**src/rtl/bcr_pkg.sv**
```systemverilog
// Package with the register map, reset values, field layouts and carrier types of the boost register bank.
package bcr_pkg;

    localparam int NUM_REGS = 21;

    // Storage slots of the writable registers.
    localparam int IDX_GATE_ROUTE  = 0;
    localparam int IDX_OUT1_DIV    = 1;
    localparam int IDX_OUT2_DIV    = 2;
    localparam int IDX_OUT1_PHEN   = 3;
    localparam int IDX_OUT2_PHEN   = 4;
    localparam int IDX_OUT1_PHOFF  = 5;
    localparam int IDX_OUT2_PHOFF  = 6;
    localparam int IDX_GATE_PHASE  = 7;
    localparam int IDX_PHASE_SEL   = 8;
    localparam int IDX_PROP_GAIN   = 9;
    localparam int IDX_INTEG_GAIN  = 10;
    localparam int IDX_SLOPE_COMP  = 11;
    localparam int IDX_SENSE_RES   = 12;
    localparam int IDX_GATE_SUPPLY = 13;
    localparam int IDX_INPUT_HIGH  = 17;
    localparam int IDX_INPUT_LOW   = 18;

    localparam logic [6:0] REG_ADDR [NUM_REGS] = '{
        7'h02, 7'h09, 7'h0a, 7'h0b, 7'h0c, 7'h0d, 7'h0e, 7'h0f, 7'h10, 7'h11, 7'h12,
        7'h13, 7'h14, 7'h15, 7'h19, 7'h25, 7'h26, 7'h1a, 7'h1b, 7'h2f, 7'h30};
    localparam logic [7:0] REG_RESET [NUM_REGS] = '{
        8'h00, 8'h0f, 8'h0f, 8'h0f, 8'h0f, 8'h39, 8'h39, 8'h00, 8'he4, 8'h00, 8'h00,
        8'h88, 8'h00, 8'hff, 8'h82, 8'h27, 8'h3b, 8'hff, 8'h00, 8'he8, 8'h09};
    // Bits that software may change; reserved bits keep their reset value.
    localparam logic [7:0] REG_MASK [NUM_REGS] = '{
        8'h03, 8'hff, 8'hff, 8'h0f, 8'h0f, 8'hff, 8'hff, 8'h03, 8'h0f, 8'hff, 8'hff,
        8'hff, 8'h0f, 8'hff, 8'hff, 8'hff, 8'hff, 8'hff, 8'hff, 8'hff, 8'hff};

    // Read-only and diagnostic addresses.
    localparam logic [6:0] ADDR_COUNT_LOW   = 7'h41;
    localparam logic [6:0] ADDR_COUNT_HIGH  = 7'h42;
    localparam logic [6:0] ADDR_SUPPLY_MEAS = 7'h45;
    localparam logic [6:0] ADDR_TEMP_MEAS   = 7'h46;
    localparam logic [6:0] ADDR_HEALTH      = 7'h5f;

    // Control registers that live outside this bank.
    localparam logic [6:0] ADDR_CTRL_LAST = 7'h08;
    localparam logic [6:0] ADDR_FREQ_TRIM = 7'h1c;

    // Health status bit positions.
    localparam int HB_OUT1_GOOD  = 7;
    localparam int HB_OUT2_GOOD  = 6;
    localparam int HB_GATE_GOOD  = 5;
    localparam int HB_OVERTEMP   = 4;
    localparam int HB_UNDERVOLT  = 3;
    localparam int HB_OVERVOLT   = 2;
    localparam int HB_SERIAL_ERR = 1;
    localparam int HB_GATE_ERR   = 0;
    localparam logic [7:0] HEALTH_ERR_MASK = 8'h1f;

    typedef struct packed {
        logic       write;
        logic [6:0] addr;
        logic [7:0] data;
    } bcr_req_s;

    typedef struct packed {
        logic       gate1_route;
        logic       gate2_route;
        logic       gate1_phase_route;
        logic       gate2_phase_route;
        logic [7:0] out1_divider;
        logic [7:0] out2_divider;
        logic [3:0] out1_phase_on;
        logic [3:0] out2_phase_on;
        logic [4:0] out1_phase_delay;
        logic [2:0] out1_phase_off;
        logic [4:0] out2_phase_delay;
        logic [2:0] out2_phase_off;
        logic [1:0] out1_phase_select;
        logic [1:0] out2_phase_select;
        logic [3:0] out1_prop_gain;
        logic [3:0] out2_prop_gain;
        logic [3:0] out1_integral_gain;
        logic [3:0] out2_integral_gain;
        logic [3:0] out1_slope_comp;
        logic [3:0] out2_slope_comp;
        logic [1:0] out1_sense_resistor;
        logic [1:0] out2_sense_resistor;
        logic [7:0] gate_supply_level;
        logic [7:0] input_high_limit;
        logic [7:0] input_low_limit;
    } bcr_cfg_s;

    typedef struct packed {
        logic overtemp_error;
        logic input_undervolt_flag;
        logic input_overvolt_flag;
        logic gate_supply_error;
    } bcr_evt_s;

endpackage : bcr_pkg

```
**src/rtl/bcr_regs.sv**
```systemverilog
// Configuration, internal and diagnostic register bank of the two-output boost controller.
`timescale 1ns/100ps

module bcr_regs (
    input  wire logic            clk_sys,            // System clock, 200 MHz.
    input  wire logic            sys_rst,            // Synchronous reset, active high.
    input  wire logic            config_done,        // Configuration finished; locks the bank when high.
    input  wire logic            req_valid,          // One-cycle access strobe from the frame logic.
    input  wire bcr_pkg::bcr_req_s req,              // Access: write flag, address, data.
    input  wire logic            frame_len_error,    // Pulse: frame length not a multiple of 16.
    input  wire logic            output1_good,       // Analog level: output 1 within range.
    input  wire logic            output2_good,       // Analog level: output 2 within range.
    input  wire logic            gate_supply_good,   // Analog level: gate supply within range.
    input  wire bcr_pkg::bcr_evt_s events,           // Error event pulses from the monitors.
    input  wire logic [15:0]     select_event_count, // Chip-select event counter.
    input  wire logic [7:0]      supply_meas,        // Supply voltage measurement.
    input  wire logic [7:0]      temp_meas,          // Die temperature measurement.
    output logic                 rsp_valid,          // One cycle after req_valid.
    output logic                 rsp_hit,            // Address belongs to this bank.
    output logic [7:0]           rsp_data,           // Read value, new written value, or zero.
    output logic [7:0]           rsp_status,         // Health status at the answer.
    output bcr_pkg::bcr_cfg_s    cfg                 // Decoded configuration fields.
);

    logic [7:0]  regs [bcr_pkg::NUM_REGS];
    logic [7:0]  health_err;
    logic [1:0]  good1_sync;
    logic [1:0]  good2_sync;
    logic [1:0]  gate_sync;
    logic [7:0]  health_status;
    logic        slot_hit;
    logic [4:0]  slot;
    logic        is_ro;
    logic        is_health;
    logic        is_foreign;
    logic        erratic;
    logic        store;
    logic [7:0]  next_value;
    logic [7:0]  read_value;

    // Decode the address into a storage slot.
    always_comb begin
        slot_hit = 1'b0;
        slot     = 5'h00;
        for (int i = 0; i < bcr_pkg::NUM_REGS; i++) begin
            if (req.addr == bcr_pkg::REG_ADDR[i]) begin
                slot_hit = 1'b1;
                slot     = 5'(i);
            end
        end
    end

    assign is_health  = (req.addr == bcr_pkg::ADDR_HEALTH);
    assign is_ro      = (req.addr == bcr_pkg::ADDR_COUNT_LOW) || (req.addr == bcr_pkg::ADDR_COUNT_HIGH) ||
                        (req.addr == bcr_pkg::ADDR_SUPPLY_MEAS) || (req.addr == bcr_pkg::ADDR_TEMP_MEAS);
    // Control registers are answered elsewhere, so they are neither ours nor reserved.
    assign is_foreign = (req.addr <= bcr_pkg::ADDR_CTRL_LAST && !slot_hit) || (req.addr == bcr_pkg::ADDR_FREQ_TRIM);

    // Locked writes, writes to read-only or reserved space, and reserved reads are erratic.
    always_comb begin
        erratic = 1'b0;
        if (req_valid && !is_foreign) begin
            if (req.write) begin
                erratic = (slot_hit && config_done) || is_ro || !(slot_hit || is_health);
            end else begin
                erratic = !(slot_hit || is_ro || is_health);
            end
        end
    end

    assign store      = req_valid && req.write && slot_hit && !config_done;
    assign next_value = (regs[slot] & ~bcr_pkg::REG_MASK[slot]) | (req.data & bcr_pkg::REG_MASK[slot]);

    // Every writable register, internal ones included, is held at reset and locked once configured.
    always_ff @(posedge clk_sys) begin
        if (sys_rst) begin
            for (int i = 0; i < bcr_pkg::NUM_REGS; i++) begin
                regs[i] <= bcr_pkg::REG_RESET[i];
            end
        end else if (store) begin
            regs[slot] <= next_value;
        end
    end

    // The good levels come from analog comparators and are synchronised before use.
    always_ff @(posedge clk_sys) begin
        if (sys_rst) begin
            good1_sync <= 2'b00;
            good2_sync <= 2'b00;
            gate_sync  <= 2'b00;
        end else begin
            good1_sync <= {good1_sync[0], output1_good};
            good2_sync <= {good2_sync[0], output2_good};
            gate_sync  <= {gate_sync[0], gate_supply_good};
        end
    end

    // Sticky error bits: a write to the status register clears them, a same-cycle event still sets.
    always_ff @(posedge clk_sys) begin
        if (sys_rst) begin
            health_err <= 8'h00;
        end else begin
            health_err <= ((req_valid && req.write && is_health) ? 8'h00 : health_err)
                        | {3'b000, events.overtemp_error, events.input_undervolt_flag,
                           events.input_overvolt_flag, erratic || frame_len_error,
                           events.gate_supply_error};
        end
    end

    assign health_status = {good1_sync[1], good2_sync[1], gate_sync[1], health_err[4:0]};

    always_comb begin
        read_value = 8'h00;
        if (slot_hit) begin
            read_value = regs[slot];
        end else begin
            unique case (req.addr)
                bcr_pkg::ADDR_COUNT_LOW:   read_value = select_event_count[7:0];
                bcr_pkg::ADDR_COUNT_HIGH:  read_value = select_event_count[15:8];
                bcr_pkg::ADDR_SUPPLY_MEAS: read_value = supply_meas;
                bcr_pkg::ADDR_TEMP_MEAS:   read_value = temp_meas;
                bcr_pkg::ADDR_HEALTH:      read_value = health_status;
                default:                   read_value = 8'h00;
            endcase
        end
    end

    // A valid write echoes the new content, a read the current one, an erratic access zero.
    always_ff @(posedge clk_sys) begin
        if (sys_rst) begin
            rsp_valid  <= 1'b0;
            rsp_hit    <= 1'b0;
            rsp_data   <= 8'h00;
            rsp_status <= 8'h00;
        end else begin
            rsp_valid  <= req_valid;
            rsp_hit    <= req_valid && !is_foreign;
            rsp_status <= health_status;
            if (!req_valid || erratic || is_foreign) begin
                rsp_data <= 8'h00;
            end else if (store) begin
                rsp_data <= next_value;
            end else if (req.write && is_health) begin
                rsp_data <= health_status & ~bcr_pkg::HEALTH_ERR_MASK;
            end else begin
                rsp_data <= read_value;
            end
        end
    end

    // Field split of the stored registers; in registers shared by both, the lower field serves output or gate 1.
    always_comb begin
        cfg.gate1_route         = regs[bcr_pkg::IDX_GATE_ROUTE][0];
        cfg.gate2_route         = regs[bcr_pkg::IDX_GATE_ROUTE][1];
        cfg.gate1_phase_route   = regs[bcr_pkg::IDX_GATE_PHASE][0];
        cfg.gate2_phase_route   = regs[bcr_pkg::IDX_GATE_PHASE][1];
        cfg.out1_divider        = regs[bcr_pkg::IDX_OUT1_DIV];
        cfg.out2_divider        = regs[bcr_pkg::IDX_OUT2_DIV];
        cfg.out1_phase_on       = regs[bcr_pkg::IDX_OUT1_PHEN][3:0];
        cfg.out2_phase_on       = regs[bcr_pkg::IDX_OUT2_PHEN][3:0];
        cfg.out1_phase_delay    = regs[bcr_pkg::IDX_OUT1_PHOFF][7:3];
        cfg.out1_phase_off      = regs[bcr_pkg::IDX_OUT1_PHOFF][2:0];
        cfg.out2_phase_delay    = regs[bcr_pkg::IDX_OUT2_PHOFF][7:3];
        cfg.out2_phase_off      = regs[bcr_pkg::IDX_OUT2_PHOFF][2:0];
        cfg.out1_phase_select   = regs[bcr_pkg::IDX_PHASE_SEL][1:0];
        cfg.out2_phase_select   = regs[bcr_pkg::IDX_PHASE_SEL][3:2];
        cfg.out1_prop_gain      = regs[bcr_pkg::IDX_PROP_GAIN][3:0];
        cfg.out2_prop_gain      = regs[bcr_pkg::IDX_PROP_GAIN][7:4];
        cfg.out1_integral_gain  = regs[bcr_pkg::IDX_INTEG_GAIN][3:0];
        cfg.out2_integral_gain  = regs[bcr_pkg::IDX_INTEG_GAIN][7:4];
        cfg.out1_slope_comp     = regs[bcr_pkg::IDX_SLOPE_COMP][3:0];
        cfg.out2_slope_comp     = regs[bcr_pkg::IDX_SLOPE_COMP][7:4];
        cfg.out1_sense_resistor = regs[bcr_pkg::IDX_SENSE_RES][1:0];
        cfg.out2_sense_resistor = regs[bcr_pkg::IDX_SENSE_RES][3:2];
        cfg.gate_supply_level   = regs[bcr_pkg::IDX_GATE_SUPPLY];
        cfg.input_high_limit    = regs[bcr_pkg::IDX_INPUT_HIGH];
        cfg.input_low_limit     = regs[bcr_pkg::IDX_INPUT_LOW];
    end

    // Checks kept beside the logic.

    property p_locked_write_keeps;
        @(posedge clk_sys) disable iff (sys_rst)
        (req_valid && req.write && slot_hit && config_done) |=> $stable(cfg);
    endproperty
    a_locked_write_keeps: assert property (p_locked_write_keeps) else $error("locked write changed config");

    property p_open_write_stores;
        @(posedge clk_sys) disable iff (sys_rst)
        (req_valid && req.write && req.addr == 7'h11 && !config_done)
        |=> (cfg.out1_prop_gain == $past(req.data[3:0])) && (cfg.out2_prop_gain == $past(req.data[7:4]));
    endproperty
    a_open_write_stores: assert property (p_open_write_stores) else $error("open write not stored");

    property p_locked_write_flags;
        @(posedge clk_sys) disable iff (sys_rst)
        (req_valid && req.write && slot_hit && config_done) |=> health_status[bcr_pkg::HB_SERIAL_ERR] && rsp_data == 8'h00;
    endproperty
    a_locked_write_flags: assert property (p_locked_write_flags) else $error("locked write not flagged");

    property p_health_clear;
        @(posedge clk_sys) disable iff (sys_rst)
        (req_valid && req.write && is_health && events == '0 && !frame_len_error) |=> health_err[4:0] == 5'h00;
    endproperty
    a_health_clear: assert property (p_health_clear) else $error("status write did not clear errors");

    property p_health_layout;
        @(posedge clk_sys) disable iff (sys_rst)
        health_status[7:5] == {good1_sync[1], good2_sync[1], gate_sync[1]};
    endproperty
    a_health_layout: assert property (p_health_layout) else $error("good bits misplaced");

    property p_count_high_read;
        @(posedge clk_sys) disable iff (sys_rst)
        (req_valid && !req.write && req.addr == bcr_pkg::ADDR_COUNT_HIGH)
        |=> rsp_valid && rsp_data == $past(select_event_count[15:8]);
    endproperty
    a_count_high_read: assert property (p_count_high_read) else $error("count high byte wrong");

    property p_reset_values;
        @(posedge clk_sys)
        $past(sys_rst) |-> cfg.out1_phase_on == 4'hf && cfg.out2_divider == 8'h0f && cfg.input_high_limit == 8'hff
                           && {cfg.out1_phase_delay, cfg.out1_phase_off} == 8'h39
                           && {cfg.out2_slope_comp, cfg.out1_slope_comp} == 8'h88
                           && {cfg.out2_phase_select, cfg.out1_phase_select} == 4'h4;
    endproperty
    a_reset_values: assert property (p_reset_values) else $error("reset values wrong");

    property p_event_sticky;
        @(posedge clk_sys) disable iff (sys_rst)
        events.overtemp_error ##1 !(req_valid && req.write && is_health) [*3] |=> health_status[bcr_pkg::HB_OVERTEMP];
    endproperty
    a_event_sticky: assert property (p_event_sticky) else $error("overtemp flag lost");

    // Every access gets exactly one answer on the next cycle, so the frame logic never waits.
    property p_answer_next;
        @(posedge clk_sys) disable iff (sys_rst)
        req_valid |=> rsp_valid;
    endproperty
    a_answer_next: assert property (p_answer_next) else $error("answer strobe missing");

    property p_ro_write_flags;
        @(posedge clk_sys) disable iff (sys_rst)
        (req_valid && req.write && is_ro) |=> health_status[bcr_pkg::HB_SERIAL_ERR] && rsp_data == 8'h00;
    endproperty
    a_ro_write_flags: assert property (p_ro_write_flags) else $error("read-only write not flagged");

    // Foreign addresses belong to the control block, so this bank answers them with the hit flag low and zero data.
    property p_foreign_quiet;
        @(posedge clk_sys) disable iff (sys_rst)
        (req_valid && is_foreign) |=> !rsp_hit && rsp_data == 8'h00;
    endproperty
    a_foreign_quiet: assert property (p_foreign_quiet) else $error("foreign address answered");

    property p_count_low_read;
        @(posedge clk_sys) disable iff (sys_rst)
        (req_valid && !req.write && req.addr == bcr_pkg::ADDR_COUNT_LOW)
        |=> rsp_data == $past(select_event_count[7:0]);
    endproperty
    a_count_low_read: assert property (p_count_low_read) else $error("count low byte wrong");

    property p_temp_read;
        @(posedge clk_sys) disable iff (sys_rst)
        (req_valid && !req.write && req.addr == bcr_pkg::ADDR_TEMP_MEAS) |=> rsp_data == $past(temp_meas);
    endproperty
    a_temp_read: assert property (p_temp_read) else $error("temperature read wrong");

    property p_supply_read;
        @(posedge clk_sys) disable iff (sys_rst)
        (req_valid && !req.write && req.addr == bcr_pkg::ADDR_SUPPLY_MEAS) |=> rsp_data == $past(supply_meas);
    endproperty
    a_supply_read: assert property (p_supply_read) else $error("supply read wrong");

    property p_reset_health;
        @(posedge clk_sys)
        $past(sys_rst) |-> health_err == 8'h00;
    endproperty
    a_reset_health: assert property (p_reset_health) else $error("error bits not cleared by reset");

    property p_reset_more;
        @(posedge clk_sys)
        $past(sys_rst) |-> cfg.out2_phase_on == 4'hf && cfg.out1_divider == 8'h0f && cfg.input_low_limit == 8'h00
                           && cfg.out1_prop_gain == 4'h0 && cfg.out2_integral_gain == 4'h0
                           && cfg.out1_sense_resistor == 2'b00 && cfg.out2_sense_resistor == 2'b00;
    endproperty
    a_reset_more: assert property (p_reset_more) else $error("second reset set wrong");

endmodule : bcr_regs

```
**config.mk**
```make
export PLATFORM = sky130hd
export DESIGN_NAME = bcr_regs
export DESIGN_NICKNAME = d
export VERILOG_FILES = /design/src/rtl/bcr_pkg.sv /design/src/rtl/bcr_regs.sv
export SDC_FILE = /design/constraint.sdc
export NUM_CORES = 1
export LEC_CHECK = 0
export ABC_AREA = 0
export ABC_CLOCK_PERIOD_IN_PS = 3200
export CAP_MARGIN = 20
export CORE_MARGIN = 3
export CORE_UTILIZATION = 28
export CTS_CLUSTER_DIAMETER = 40
export DETAILED_ROUTE_END_ITERATION = 16
export DONT_BUFFER_PORTS = 1
export SYNTH_ARGS = -nofsm -noshare
export SYNTH_HDL_FRONTEND = slang
export SYNTH_SLANG_ARGS = --single-unit
export TNS_END_PERCENT = 5
```
**constraint.sdc**
```tcl
create_clock -name clk_sys -period 3.2 [get_ports clk_sys]
set_clock_uncertainty 0.2 [all_clocks]
set_input_delay 0.16 -clock clk_sys [delete_from_list [all_inputs] [get_ports clk_sys]]
set_output_delay 0.16 -clock clk_sys [all_outputs]
set_load 0.05 [all_outputs]
```
=== After elaboration in Yosys (flattened, before gate mapping) ===
Memories as Yosys holds them, arrays and structs flattened.
Cells that the tools add are included.

* Bits in registers: 32
* Memory bits (writable): 168
* Memory bits (read-only): 256
* Input bits: 60
* Memories kept: 2

* Magnitude comparators: 2
* Equal/unequal tests: 27
* Muxes and demuxes: 58
* Bitwise logic cells: 6
* Reductions and logical operators: 28

{| class="wikitable"
|+ Memories
! name !! words !! bits a word !! rd ports !! clocked after Yosys merged registers in !! wr ports !! RTL line !! text
|-
| (name not given) || 32 || 8 || 1 || 0 || 0 || bcr_regs.sv:72 || <nowiki>assign next_value = (regs[slot] & ~bcr_pkg::REG_MASK[slot]) | (req.data & bcr_pkg::REG_MASK[slot]);</nowiki>
|-
| regs || 21 || 8 || 17 || 0 || 21 || bcr_regs.sv:25 || <nowiki>logic [7:0] regs [bcr_pkg::NUM_REGS];</nowiki>
|}

{| class="wikitable"
|+ Operators with widths
! kind !! number
|-
| 2-to-1 mux 5 bit || 20
|-
| == test 7 x 5 -> 1 bit (second input constant) || 10
|-
| 2-to-1 mux 8 bit || 7
|-
| == test 7 x 4 -> 1 bit (second input constant) || 7
|-
| one-hot mux 8 bit (5 select lines) || 1
|-
| == test 7 bit (second input constant) || 5
|-
| 2-to-1 mux 1 bit || 30
|-
| == test 7 x 6 -> 1 bit (second input constant) || 4
|-
| bitwise AND 8 bit || 2
|-
| logical OR 1 bit || 12
|-
| logical AND 1 bit || 8
|-
| NOT 8 bit || 1
|-
| OR 8 x 5 -> 8 bit || 1
|-
| OR 8 bit || 1
|-
| OR reduction 8 bit || 1
|-
| == test 7 x 2 -> 1 bit (second input constant) || 1
|-
| <= comparator 7 x 4 -> 1 bit (second input constant) || 1
|-
| greater-or-equal comparator 6 bit (second input constant) || 1
|-
| zero test 1 bit || 6
|-
| NOT 5 -> 6 bit || 1
|-
| OR reduction 2 bit || 1
|}

=== Logic depth before layout (Yosys ltp) ===
Gate-level depths: netlist of run 1.

* Depth in word-level cells: 31
* Depth in mapped cells: 16
* Mapped depth without buffers: 10

=== Worst setup path before layout of run 1 ===
No wires, ideal clock.

* Kind: input to register
* Start: in req[14] (netlist name)
* End: mem regs[4][7] (data pin)
* Library setup time: 0.258 ns
* Arrival time: 2.762 ns
* Data required time: 2.742 ns
* Slack: -0.021 ns
* Cell stages on the path: 14
* Cell sequence: buf_2 nand2b_1 or3_1 buf_2 nand2_4 inv_4 buf_2 buf_2 ha_1 buf_1 a2bb2oi_4 mux2i_1 buf_2 nor2_1

{| class="wikitable"
|+ RTL lines
! item !! RTL line !! text
|-
| start, declared || bcr_regs.sv:9 || <nowiki>input wire bcr_pkg::bcr_req_s req,</nowiki>
|-
| end, declared || bcr_regs.sv:25 ||
|}

==> results.txt, run 1 <==
Clk pin slew, worst setup/hold paths -> 80 ps
Cells after Synth -> 941
Footprint of the multi-input gates -> 0.00377 mm^2
RePlAce Congestion -> 0.918
CP Capture Type -> flip-flop
Slew HR -> 27.2%
Row cnt -> 68
Fin. max-slew vios -> 0
Number of max-cap violations -> 0
Core area -> 0.0348 mm^2
Fmax -> 317 MHz
Class of the worst hold path -> in2reg
Slowest stage delay, CP -> 420 ps
RSZ-0062 raised after global routing -> false
Register Area -> 0.00566 mm^2
Synth unique cells -> 83
Top-area cell type share of the netlist area -> 50.8%
Initial antenna violation count -> 0
Syn nets -> 1005
Most frequent CP cell -> buf_4
DIE AREA -> 0.0379 mm^2
Overflow after GRT -> 0
CP endpoint -> regs[11][5]
WL/cell -> 24.7 um
Non-Filler Instances -> 1500
Final Hold Fails -> 0
First-pass detailed-route iteration total -> 7
Asr flop ratio synth -> 0%
Post-synth top area cell -> edfxtp_1
Initial detailed-routing violation count -> 1050
# diodes -> 0
DRT Wirelength -> 37.0 mm
Worst Path Max Fanout -> 22
Setup Crit Path Kind -> in2reg
Worst R2R Start -> regs[11][5]
Main area contributors after synthesis -> edfxtp_1, dfxtp_1, nand2_1, nor2_1, mux2i_1
P_leak -> 4.19 nW
Clk Latency, worst-skew pair -> 450 ps
CTS tree -> yes
Worst Max-Slew Pin Slew -> 1090 ps
Placed cell count -> 1419
Min Clock Period, post-route -> 3160 ps
Post-Syn Area -> 0.00998 mm^2
Total power -> 6.08 mW
H-tree depth -> 4
Crit path launch type -> primary input
Routed vias/inst -> 5.43
Post-place setup slack -> -325 ps
FF-to-FF End -> regs[11][5]
Pin count of the biggest net entering global routing -> 31
Die width -> 195 um
Via count -> 8152
CP startpoint -> req[10]
Crit path cell chain -> or3b_4, a211oi_2, a21o_2, buf_4, mux2i_1, o22ai_1, a2bb2oi_1, nand3_1, mux2i_2, buf_4, nor2_1
Crit share post-route -> 98.7%
Sequential share of the synthesized area -> 56.7%
Ratio of cells with drive above 1 in the final layout -> 18.8%
Synth-to-Final Area Change -> 21.2%
Data required time at the worst endpoint -> 3190 ps
DRC Markers -> 0
Initial Util -> 28.7%
Final Cell Area -> 0.0121 mm^2
Synthesized flop and latch total -> 198
Reg2reg setup slack -> 420 ps
Outcome -> completed
Post-synth EDFFs -> 169
Worst path slowest cell -> mux2i_1
First-pass GRT wire length -> 53.7 mm
Setup WS post-layout -> 41.4 ps
Crit path DAT -> 3150 ps
Hold Slack -> 21.6 ps
Setup TNS -> 0 ps
Vias in the first global route -> 7861
Layout Utilization -> 34.8%
Layout filler cell count -> 3444
Setup Fix Bufs, Post-CTS -> 0
Total CTS buffers -> 17
Port Buffers -> 0
Total track usage -> 18.8%
Die height -> 195 um
Warnings from Yosys -> 0
Peak VDD IR -> 0.325 mV
Post-Place Cell Area -> 0.0110 mm^2
Nets -> 1097
Synthesized area per cell -> 10.6 um^2
Top FF cell, synth -> edfxtp_1
CTS max path bufs -> 2
Top Ports -> 178
Final setup violation count -> 0
CTS root buf -> clkbuf_16
Antenna Nets Post-Route -> 0
Power per Cell Area -> 503 mW/mm^2
DP HPWL -> 26.5 mm
Num Clock Sinks -> 198
Reg2reg path depth -> 7
==> layout make-up <==
type | count | share of cell area, %
timing repair buffer | 161 | 12.0
multi-input combinational | 644 | 31.2
sequential | 198 | 46.7
clock buffer | 17 | 3.52
inverter | 11 | 0.362
clock inverter | 14 | 1.48
tap | 455 | 4.70
==> critical path: cells and delay by family <==
family                 cells  cell delay (ps)
AND/OR/NAND/NOR            3              690
multiplexers               2              780
AO/OA/AOI/OAI              4              920
buffers and inverters      2              570
==> placed cells by master, fill, tap and decap left out, types with 4 or more instances in the layout <==
| master | instances |
|---|---|
| mux2i_1 | 31 |
| o31ai_1 | 4 |
| nor2_1 | 126 |
| or3_1 | 5 |
| nand3_2 | 7 |
| or2_2 | 4 |
| buf_4 | 102 |
| inv_1 | 9 |
| inv_6 | 7 |
| a22oi_1 | 15 |
| dlygate4sd3_1 | 48 |
| nand4_1 | 14 |
| a32oi_1 | 6 |
| ha_1 | 4 |
| and3_1 | 9 |
| nand2_2 | 9 |
| dfxtp_1 | 29 |
| buf_12 | 8 |
| nor2_2 | 4 |
| a222oi_1 | 8 |
| a21oi_1 | 32 |
| nor2b_1 | 19 |
| o22ai_1 | 8 |
| o21ai_0 | 16 |
| a31oi_1 | 6 |
| nand2_1 | 148 |
| nor3_1 | 18 |
| nand3b_1 | 6 |
| edfxtp_1 | 169 |
| clkbuf_16 | 17 |
| nand2b_1 | 23 |
| mux2i_2 | 4 |
| nand3_1 | 45 |
==> sequential cells by signal, indices dropped and copies added, names as in the netlist <==
name and count:
good1_sync 2, rsp_valid 1, rsp_hit 1, rsp_data 8, health_err 5, gate_sync 2, rsp_status 8, good2_sync 2
regs 169
==> logic make-up (layout without fill, tap and decap cells) <==
logic type | after synthesis | count (layout) | share of synthesized area (%)
multiplexers | 40 | 40 | 4.30
flip-flops | 198 | 198 | 56.7
AND/OR/NAND/NOR | 458 | 458 | 22.0
XOR/XNOR | 3 | 3 | 0.263
adder cells (fa/ha/maj) | 4 | 4 | 0.501
AO/OA/AOI/OAI | 139 | 139 | 10.5
buffers and inverters | 99 | 203 | 5.73
==> layer usage <==
metal / track usage (%) / routed length (um)
met1: 25.0 / 15000
met2: 29.9 / 17200
met3: 5.17 / 3890
met4: 5.81 / 919
met5: 0 / 0
==> cells in the mapped netlist (5+ instances only) <==
cell	instances
nand4_1	14
nand3b_1	6
and3_1	9
edfxtp_1	169
nand3_1	45
inv_1	9
buf_6	5
nor2_1	126
a222oi_1	8
nand2_2	9
nand2b_1	23
nand3_2	7
buf_2	23
o22ai_1	8
nor3_1	18
or3_1	5
a32oi_1	6
mux2i_1	34
dfxtp_1	29
nor2b_1	19
nand2_1	148
a31oi_1	6
clkbuf_1	22
a22oi_1	15
buf_4	35
o21ai_0	16
a21oi_1	32
==> repair_timing <==
| item | 4_1_cts | 5_1_grt |
|---|---|---|
| gates resized for setup | 0 | 2 |
| endpoints found under the setup margin | 0 | 11 |
| endpoints found under the hold margin | 167 | 3 |
| hold buffers | 48 | 1 |
==> worst min-delay path by stage <==
stage / startpoint / endpoint / cells past startpoint
after global routing: sys_rst / regs[17][3] / 1
after detailed placement: sys_rst / rsp_status[1] / 1
after global placement: sys_rst / rsp_status[1] / 1
after CTS: select_event_count[3] / rsp_data[3] / 4
after floorplan: sys_rst / rsp_valid / 1
final: sys_rst / regs[17][1] / 1
==> where the power goes <==
group / internal, mW / leakage, nW / switching, mW
Sequential: 2.87 / 1.81 / 0.201
Clock: 1.19 / 0.295 / 1.08
Combinational: 0.268 / 2.09 / 0.475
Power figures use the tool's default switching activity.
==> inputs of run 2 (changes only) <==
--- a/config.mk
+++ b/config.mk
@@ -7,12 +7,12 @@
 export LEC_CHECK = 0
 export ABC_AREA = 0
 export ABC_CLOCK_PERIOD_IN_PS = 3200
+export BUFFER_PORTS_ARGS = -buffer_cell sky130_fd_sc_hd__buf_2
 export CAP_MARGIN = 20
 export CORE_MARGIN = 3
 export CORE_UTILIZATION = 28
 export CTS_CLUSTER_DIAMETER = 40
 export DETAILED_ROUTE_END_ITERATION = 16
-export DONT_BUFFER_PORTS = 1
 export SYNTH_ARGS = -nofsm -noshare
 export SYNTH_HDL_FRONTEND = slang
 export SYNTH_SLANG_ARGS = --single-unit
==> run 2 against run 1 <==
  * Sequential share of layout area decreased by 3.4 points
  * Critical path type unchanged
  * Combinational power rose by 37%
  * Setup slack got worse by 43 ps
  * Global-route usage rose by 0.51 points
  * Flip-flop and latch count stayed put
  * Count of clock-buffer cells in the layout stayed put
  * Non-clock buffer count rose by 189
  * Sequential power decreased by 5%
  * Worst hold slack better by 40 ps
  * Utilization grew 2.7 points
  * Largest cell class unchanged
  * Register-to-register slack lost 40 ps
  * The run now ends with setup timing left
==> results.txt, run 2 (synthesized netlist as in run 1, its figures left out) <==
Leading registers by flop count -> regs x169, rsp_data x8, rsp_status x8
Die height -> 195 um (unchanged)
Outcome -> finished, violations left
Register Area -> 0.00566 mm^2 (unchanged)
Ratio of cells with drive above 1 in the final layout -> 32.7% (+14 points)
Peak VDD IR -> 0.251 mV (-23%)
Post-place setup slack -> -348 ps (-23.3 ps)
Total CTS buffers -> 17 (unchanged)
Worst Hold Path Cells -> 4 (+3)
Crit path buffers/inverters -> 4 (+2)
Worst Max-Slew Pin Slew -> 581 ps (-511 ps)
RSZ-0062 raised after global routing -> true
CP top delay family -> buffers and inverters
Crit path DAT -> 3340 ps (+190 ps)
CP Capture Type -> flip-flop
DIE AREA -> 0.0379 mm^2 (unchanged)
Slowest stage delay, CP -> 540 ps (+120 ps)
Worst path slowest cell -> dlygate4sd3_1
Port Buffers -> 177 (+177)
Max reg flops -> 169 (unchanged)
Row cnt -> 68 (unchanged)
Most common cell after layout, fill and taps aside -> buf_2
Routed vias/inst -> 5.22 (-4.0%)
Failing checks -> setup timing
Stages on worst setup path -> 12 (+1)
Crit path launch type -> primary input
Final Cell Area -> 0.0131 mm^2 (+7.9%)
CTS root buf -> clkbuf_16
Vias in the first global route -> 8795 (+12%)
Via count -> 8814 (+8.1%)
RePlAce Congestion -> 0.930 (+1.3%)
Fin. max-slew vios -> 0 (unchanged)
Min Clock Period, post-route -> 3200 ps (+43.2 ps)
Final setup violation count -> 1 (+1)
Number of max-cap violations -> 0 (unchanged)
Overflow after GRT -> 0 (unchanged)
Num Clock Sinks -> 198 (unchanged)
Crit path cell chain -> buf_2, or3b_4, a211oi_2, a21o_2, buf_12, mux2i_1, mux2i_1, a22oi_1, nand4_1, buf_4, o2111a_1, dlygate4sd3_1
Top Ports -> 178 (unchanged)
Setup TNS -> -1.72 ps (-1.72 ps)
Clk pin slew, worst setup/hold paths -> 80 ps (about the same)
Switch share -> 29.1% (+0.20 points)
Largest reg by FF count -> regs
Reg power frac -> 48.0% (-2.5 points)
Clk Latency, worst-skew pair -> 450 ps (about the same)
Reg2reg path depth -> 10 (+3)
P_leak -> 4.98 nW (+19%)
Setup Fix Bufs, Post-CTS -> 0 (unchanged)
Most frequent CP cell -> mux2i_1
Initial antenna violation count -> 1 (+1)
Clock share of power -> 35.2% (-2.1 points)
Pin count of the biggest net entering global routing -> 41 (+32%)
Core area -> 0.0348 mm^2 (unchanged)
Power per Cell Area -> 465 mW/mm^2 (-7.4%)
Most frequent cells in the layout -> buf_2, edfxtp_1, nand2_1
Setup Crit Path Kind -> in2reg
DRT Wirelength -> 37.7 mm (+1.9%)
Crit share post-route -> 100% (+1.3 points)
First-pass detailed-route iteration total -> 5 (-2)
Internal -> 4.31 mW (-0.39%)
Total track usage -> 19.3% (+0.51 points)
Setup WS post-layout -> -1.72 ps (-43.2 ps)
Post-Place Cell Area -> 0.0122 mm^2 (+11%)
Nets -> 1286 (+17%)
H-tree depth -> 4 (unchanged)
Combinational power share -> 16.8% (+4.6 points)
Net switching power -> 1.77 mW (+0.58%)
Data required time at the worst endpoint -> 3340 ps (+150 ps)
Synth-to-Final Area Change -> 30.8%
Worst Path Max Fanout -> 17 (-23%)
First-pass GRT wire length -> 55.9 mm (+4.1%)
CTS tree -> yes
CTS max path bufs -> 2 (unchanged)
Class of the worst hold path -> in2reg
WL/cell -> 22.3 um (-9.5%)
Layout filler cell count -> 3458 (+0.41%)
# diodes -> 0 (unchanged)
Final Hold Fails -> 0 (unchanged)
Antenna Nets Post-Route -> 0 (unchanged)
Die width -> 195 um (unchanged)
Initial Util -> 28.7% (unchanged)
DP HPWL -> 28.3 mm (+6.5%)
Fmax -> 312 MHz (-1.3%)
Initial detailed-routing violation count -> 910 (-13%)
DRC Markers -> 0 (unchanged)
Footprint of the multi-input gates -> 0.00378 mm^2 (+0.13%)
Slew HR -> 61.1% (+34 points)
==> run 2: changes by cell type in the layout (fill, tap and decap cells not counted), sizes merged <==
cell	previous run	this run
buf	112	320
bufinv	2	1
clkinv	1	4
clkinvlp	1	2
dlygate4sd3	48	30
dlymetal6s4s	1	0
inv	21	18
==> run 2: cell type report <==
cell class | instances | share of cell area, %
tap | 455 | 4.36
timing repair buffer | 350 | 18.7
multi-input combinational | 644 | 28.9
inverter | 11 | 0.335
clock buffer | 17 | 3.26
sequential | 198 | 43.3
clock inverter | 14 | 1.06
==> run 2: power groups by stage <==
stage                     clock network (mW)  registers (mW)  logic [mW]
final                                   2.14            2.92        1.02
after global routing                    2.26            2.93        1.07
after global placement                     0            2.98       0.974
after detailed placement                   0            2.98       0.977
after floorplan                            0            3.08       0.449
after CTS                               2.16            2.92        1.01
==> run 2: metrics by stage <==
stage / total power [mW] / util (%) / instances / hold WS, ps
3_5_place_dp: 3.95 / 35.0 / 1628 / 177
2_1_floorplan: 3.53 / - / 941 / 50.6
6_report: 6.08 / 37.5 / 1689 / 61.9
3_3_place_gp: 3.95 / 35.0 / 1628 / 179
5_1_grt: 6.25 / 37.5 / 1689 / 57.6
4_1_cts: 6.09 / 37.5 / 1689 / 34.7
==> run 2: timing repair <==
action	CTS	global route
endpoints found under the setup margin	0	3
hold buffers	30	0
hold endpoints to repair	17	0
gates resized for setup	0	2
==> run 2: routing by layer <==
layer,wire length [um],vias up,GRT usage [%]
li1,-,3939,-
met1,15800,4292,26.1
met2,17500,517,31.4
met3,3480,66,4.06
met4,945,0,5.68
met5,0,-,0
==> run 2: worst paths after layout <==
| kind | start | to | slack (ps) |
|---|---|---|---|
| worst max-delay path | req[12] | rsp_data[6] | -2 |
| worst min-delay path | req[3] | regs[11][3] | 60 |
| worst max register to register | regs[20][6] | rsp_data[6] | 380 |
| worst min register to register | good2_sync[0] | good2_sync[1] | 240 |
==> run 2: worst reg2reg max path, stage by stage (launching register included) <==
cell	delay, ps
edfxtp_1	390
nand2_1	80
o2bb2ai_1	50
nand2_1	70
a21oi_1	60
o21ai_0	430
a311o_1	190
nand4_1	240
buf_4	240
o2111a_1	230
dlygate4sd3_1	540
==> inputs of run 3 (changes only) <==
--- a/config.mk
+++ b/config.mk
@@ -9,10 +9,13 @@
 export ABC_CLOCK_PERIOD_IN_PS = 3200
 export BUFFER_PORTS_ARGS = -buffer_cell sky130_fd_sc_hd__buf_2
 export CAP_MARGIN = 20
+export CELL_PAD_IN_SITES_DETAIL_PLACEMENT = 1
+export CELL_PAD_IN_SITES_GLOBAL_PLACEMENT = 2
 export CORE_MARGIN = 3
 export CORE_UTILIZATION = 28
 export CTS_CLUSTER_DIAMETER = 40
 export DETAILED_ROUTE_END_ITERATION = 16
+export PLACE_DENSITY_LB_ADDON = 0.1
 export SYNTH_ARGS = -nofsm -noshare
 export SYNTH_HDL_FRONTEND = slang
 export SYNTH_SLANG_ARGS = --single-unit
==> run 3 against run 2 <==
  * Setup slack gained 100 ps
  * Sequential share of layout area shrank 1.6 points
  * Non-clock buffer count grew 57
  * First-iteration DRC count shrank 46%
  * Highest routed layer is now met5
  * Design area grew 3.8%
  * The run now ends clean
  * Worst hold slack lost 48 ps
  * Largest cell class unchanged
  * Total power grew 3.9%
  * Utilization grew 1.4 points
  * Clock power grew 6%
  * Cell count grew 3.4%
  * Largest power group unchanged
==> results.txt, run 3 (synthesized netlist as in run 1, its figures left out) <==
Outcome -> completed
Via count -> 8832 (+0.20%)
DP HPWL -> 33.1 mm (+17%)
First-pass GRT wire length -> 62.9 mm (+13%)
Final setup violation count -> 0 (-1)
Setup Fix Bufs, Post-CTS -> 0 (unchanged)
Routed vias/inst -> 5.06 (-3.1%)
# diodes -> 0 (unchanged)
Die width -> 195 um (unchanged)
CTS root buf -> clkbuf_16
Fin. max-slew vios -> 0 (unchanged)
H-tree depth -> 4 (unchanged)
Die height -> 195 um (unchanged)
Ratio of cells with drive above 1 in the final layout -> 35.8% (+3.1 points)
P_leak -> 5.26 nW (+5.7%)
Synth-to-Final Area Change -> 35.7%
Clk pin slew, worst setup/hold paths -> 80 ps (about the same)
CP Capture Type -> flip-flop
Min Clock Period, post-route -> 3100 ps (-101 ps)
Final Hold Fails -> 0 (unchanged)
Number of max-cap violations -> 0 (unchanged)
Worst Max-Slew Pin Slew -> 675 ps (+93.7 ps)
Setup Crit Path Kind -> in2reg
Max reg flops -> 169 (unchanged)
Slew HR -> 54.6% (-6.5 points)
First-pass detailed-route iteration total -> 7 (+2)
Leading registers by flop count -> regs x169, rsp_data x8, rsp_status x8
Largest reg by FF count -> regs
Clk Latency, worst-skew pair -> 450 ps (about the same)
Worst R2R Start -> regs[20][6]
Crit share post-route -> 96.9% (-3.2 points)
Total track usage -> 22.5% (+3.2 points)
DRC Markers -> 0 (unchanged)
Fmax -> 322 MHz (+3.3%)
DRT Wirelength -> 43.2 mm (+15%)
Reg2reg setup slack -> 520 ps (+140 ps)
FF-to-FF End -> rsp_data[6]
Total CTS buffers -> 17 (unchanged)
Vias in the first global route -> 9205 (+4.7%)
Nets -> 1343 (+4.4%)
Most common cell after layout, fill and taps aside -> buf_4
Most frequent cells in the layout -> buf_4, buf_2, edfxtp_1
Hold Slack -> 13.8 ps (-48.2 ps)
Antenna Nets Post-Route -> 0 (unchanged)
Initial Util -> 28.7% (unchanged)
Class of the worst hold path -> in2reg
CTS tree -> yes
Worst Hold Launch -> temp_meas[1]
Top Ports -> 178 (unchanged)
Non-Filler Instances -> 1747 (+3.4%)
Pin count of the biggest net entering global routing -> 41 (unchanged)
Peak VDD IR -> 0.420 mV (+67%)
Worst Hold Path Cells -> 5 (+1)
Crit path launch type -> primary input
Initial antenna violation count -> 1 (unchanged)
RSZ-0062 raised after global routing -> true
Initial detailed-routing violation count -> 490 (-46%)
Worst Path Max Fanout -> 8 (-9)
Worst Hold Path EP -> rsp_data[1]
Row cnt -> 68 (unchanged)
Reg2reg path depth -> 10 (unchanged)
CTS max path bufs -> 2 (unchanged)
Power per Cell Area -> 466 mW/mm^2 (about the same)
Overflow after GRT -> 0 (unchanged)
Crit path DAT -> 3100 ps (-240 ps)
DIE AREA -> 0.0379 mm^2 (unchanged)
Placed cell count -> 1683 (+3.4%)
Data required time at the worst endpoint -> 3200 ps (-140 ps)
Core area -> 0.0348 mm^2 (unchanged)
Port Buffers -> 177 (unchanged)
RePlAce Congestion -> 0.817 (-12%)
Num Clock Sinks -> 198 (unchanged)
WL/cell -> 24.7 um (+11%)
-- run 3: area by class of cell --
cell class / count / area, um^2
fillers: 3971 / 21300
flip-flops and latches: 198 / 5660
multi-input cells: 644 / 3790
repair buffers: 407 / 2880
well taps: 455 / 569
clock buffers: 17 / 425
clock inverters: 15 / 178
inverters: 11 / 43.8
-- run 3: worst max-delay path by stage --
stage,start,endpoint,slack (ps)
after CTS,req[12],rsp_data[6],10
final,req[10],regs[14][4],100
after detailed placement,req[12],regs[1][7],-430
after global routing,req[12],rsp_data[6],-20
after floorplan,req[14],regs[14][4],70
after global placement,req[12],regs[1][7],-480
-- run 3: through the flow --
step | TNS, ps | setup slack [ps] | total power [mW] | cell area [um^2] | utilization (%)
after floorplan | 0 | 66.2 | 3.53 | 9990 | -
after global placement | -20280 | -479 | 4.06 | 12600 | 36.2
after detailed placement | -21600 | -425 | 4.07 | 12600 | 36.2
after CTS | 0 | 10.7 | 6.37 | 13500 | 38.9
after global routing | -23.8 | -23.8 | 6.52 | 13500 | 38.9
final | 0 | 99.2 | 6.31 | 13500 | 38.9
-- run 3: routing by layer --
metal	track usage (%)	routed length [um]	vias to the layer above	share of wire (%)
li1	-	-	4051	-
met1	31.5	20000	4529	46
met2	37.3	20900	220	48
met3	2.93	1660	30	3.9
met4	5.18	614	2	1.4
met5	0	16	-	0.037
-- run 3: power breakdown --
group / switching [mW] / internal (mW)
Combinational: 0.720 / 0.398
Clock: 1.04 / 1.23
Sequential: 0.0510 / 2.87
Total: 1.81 / 4.50
-- run 3: repair_timing --
action	in CTS	in global routing
endpoints found under the hold margin	17	0
gates resized for setup	0	7
hold buffers	32	0
setup endpoints to repair	0	42
-- run 3: critical path, stage by stage --
cell	delay (ps)
buf_2	120
or3b_4	440
a211oi_4	270
buf_4	150
a21o_1	290
mux2i_1	310
o21ai_0	150
o22ai_1	170
nand4_1	300
mux2i_2	380
buf_4	280
nor2_1	80
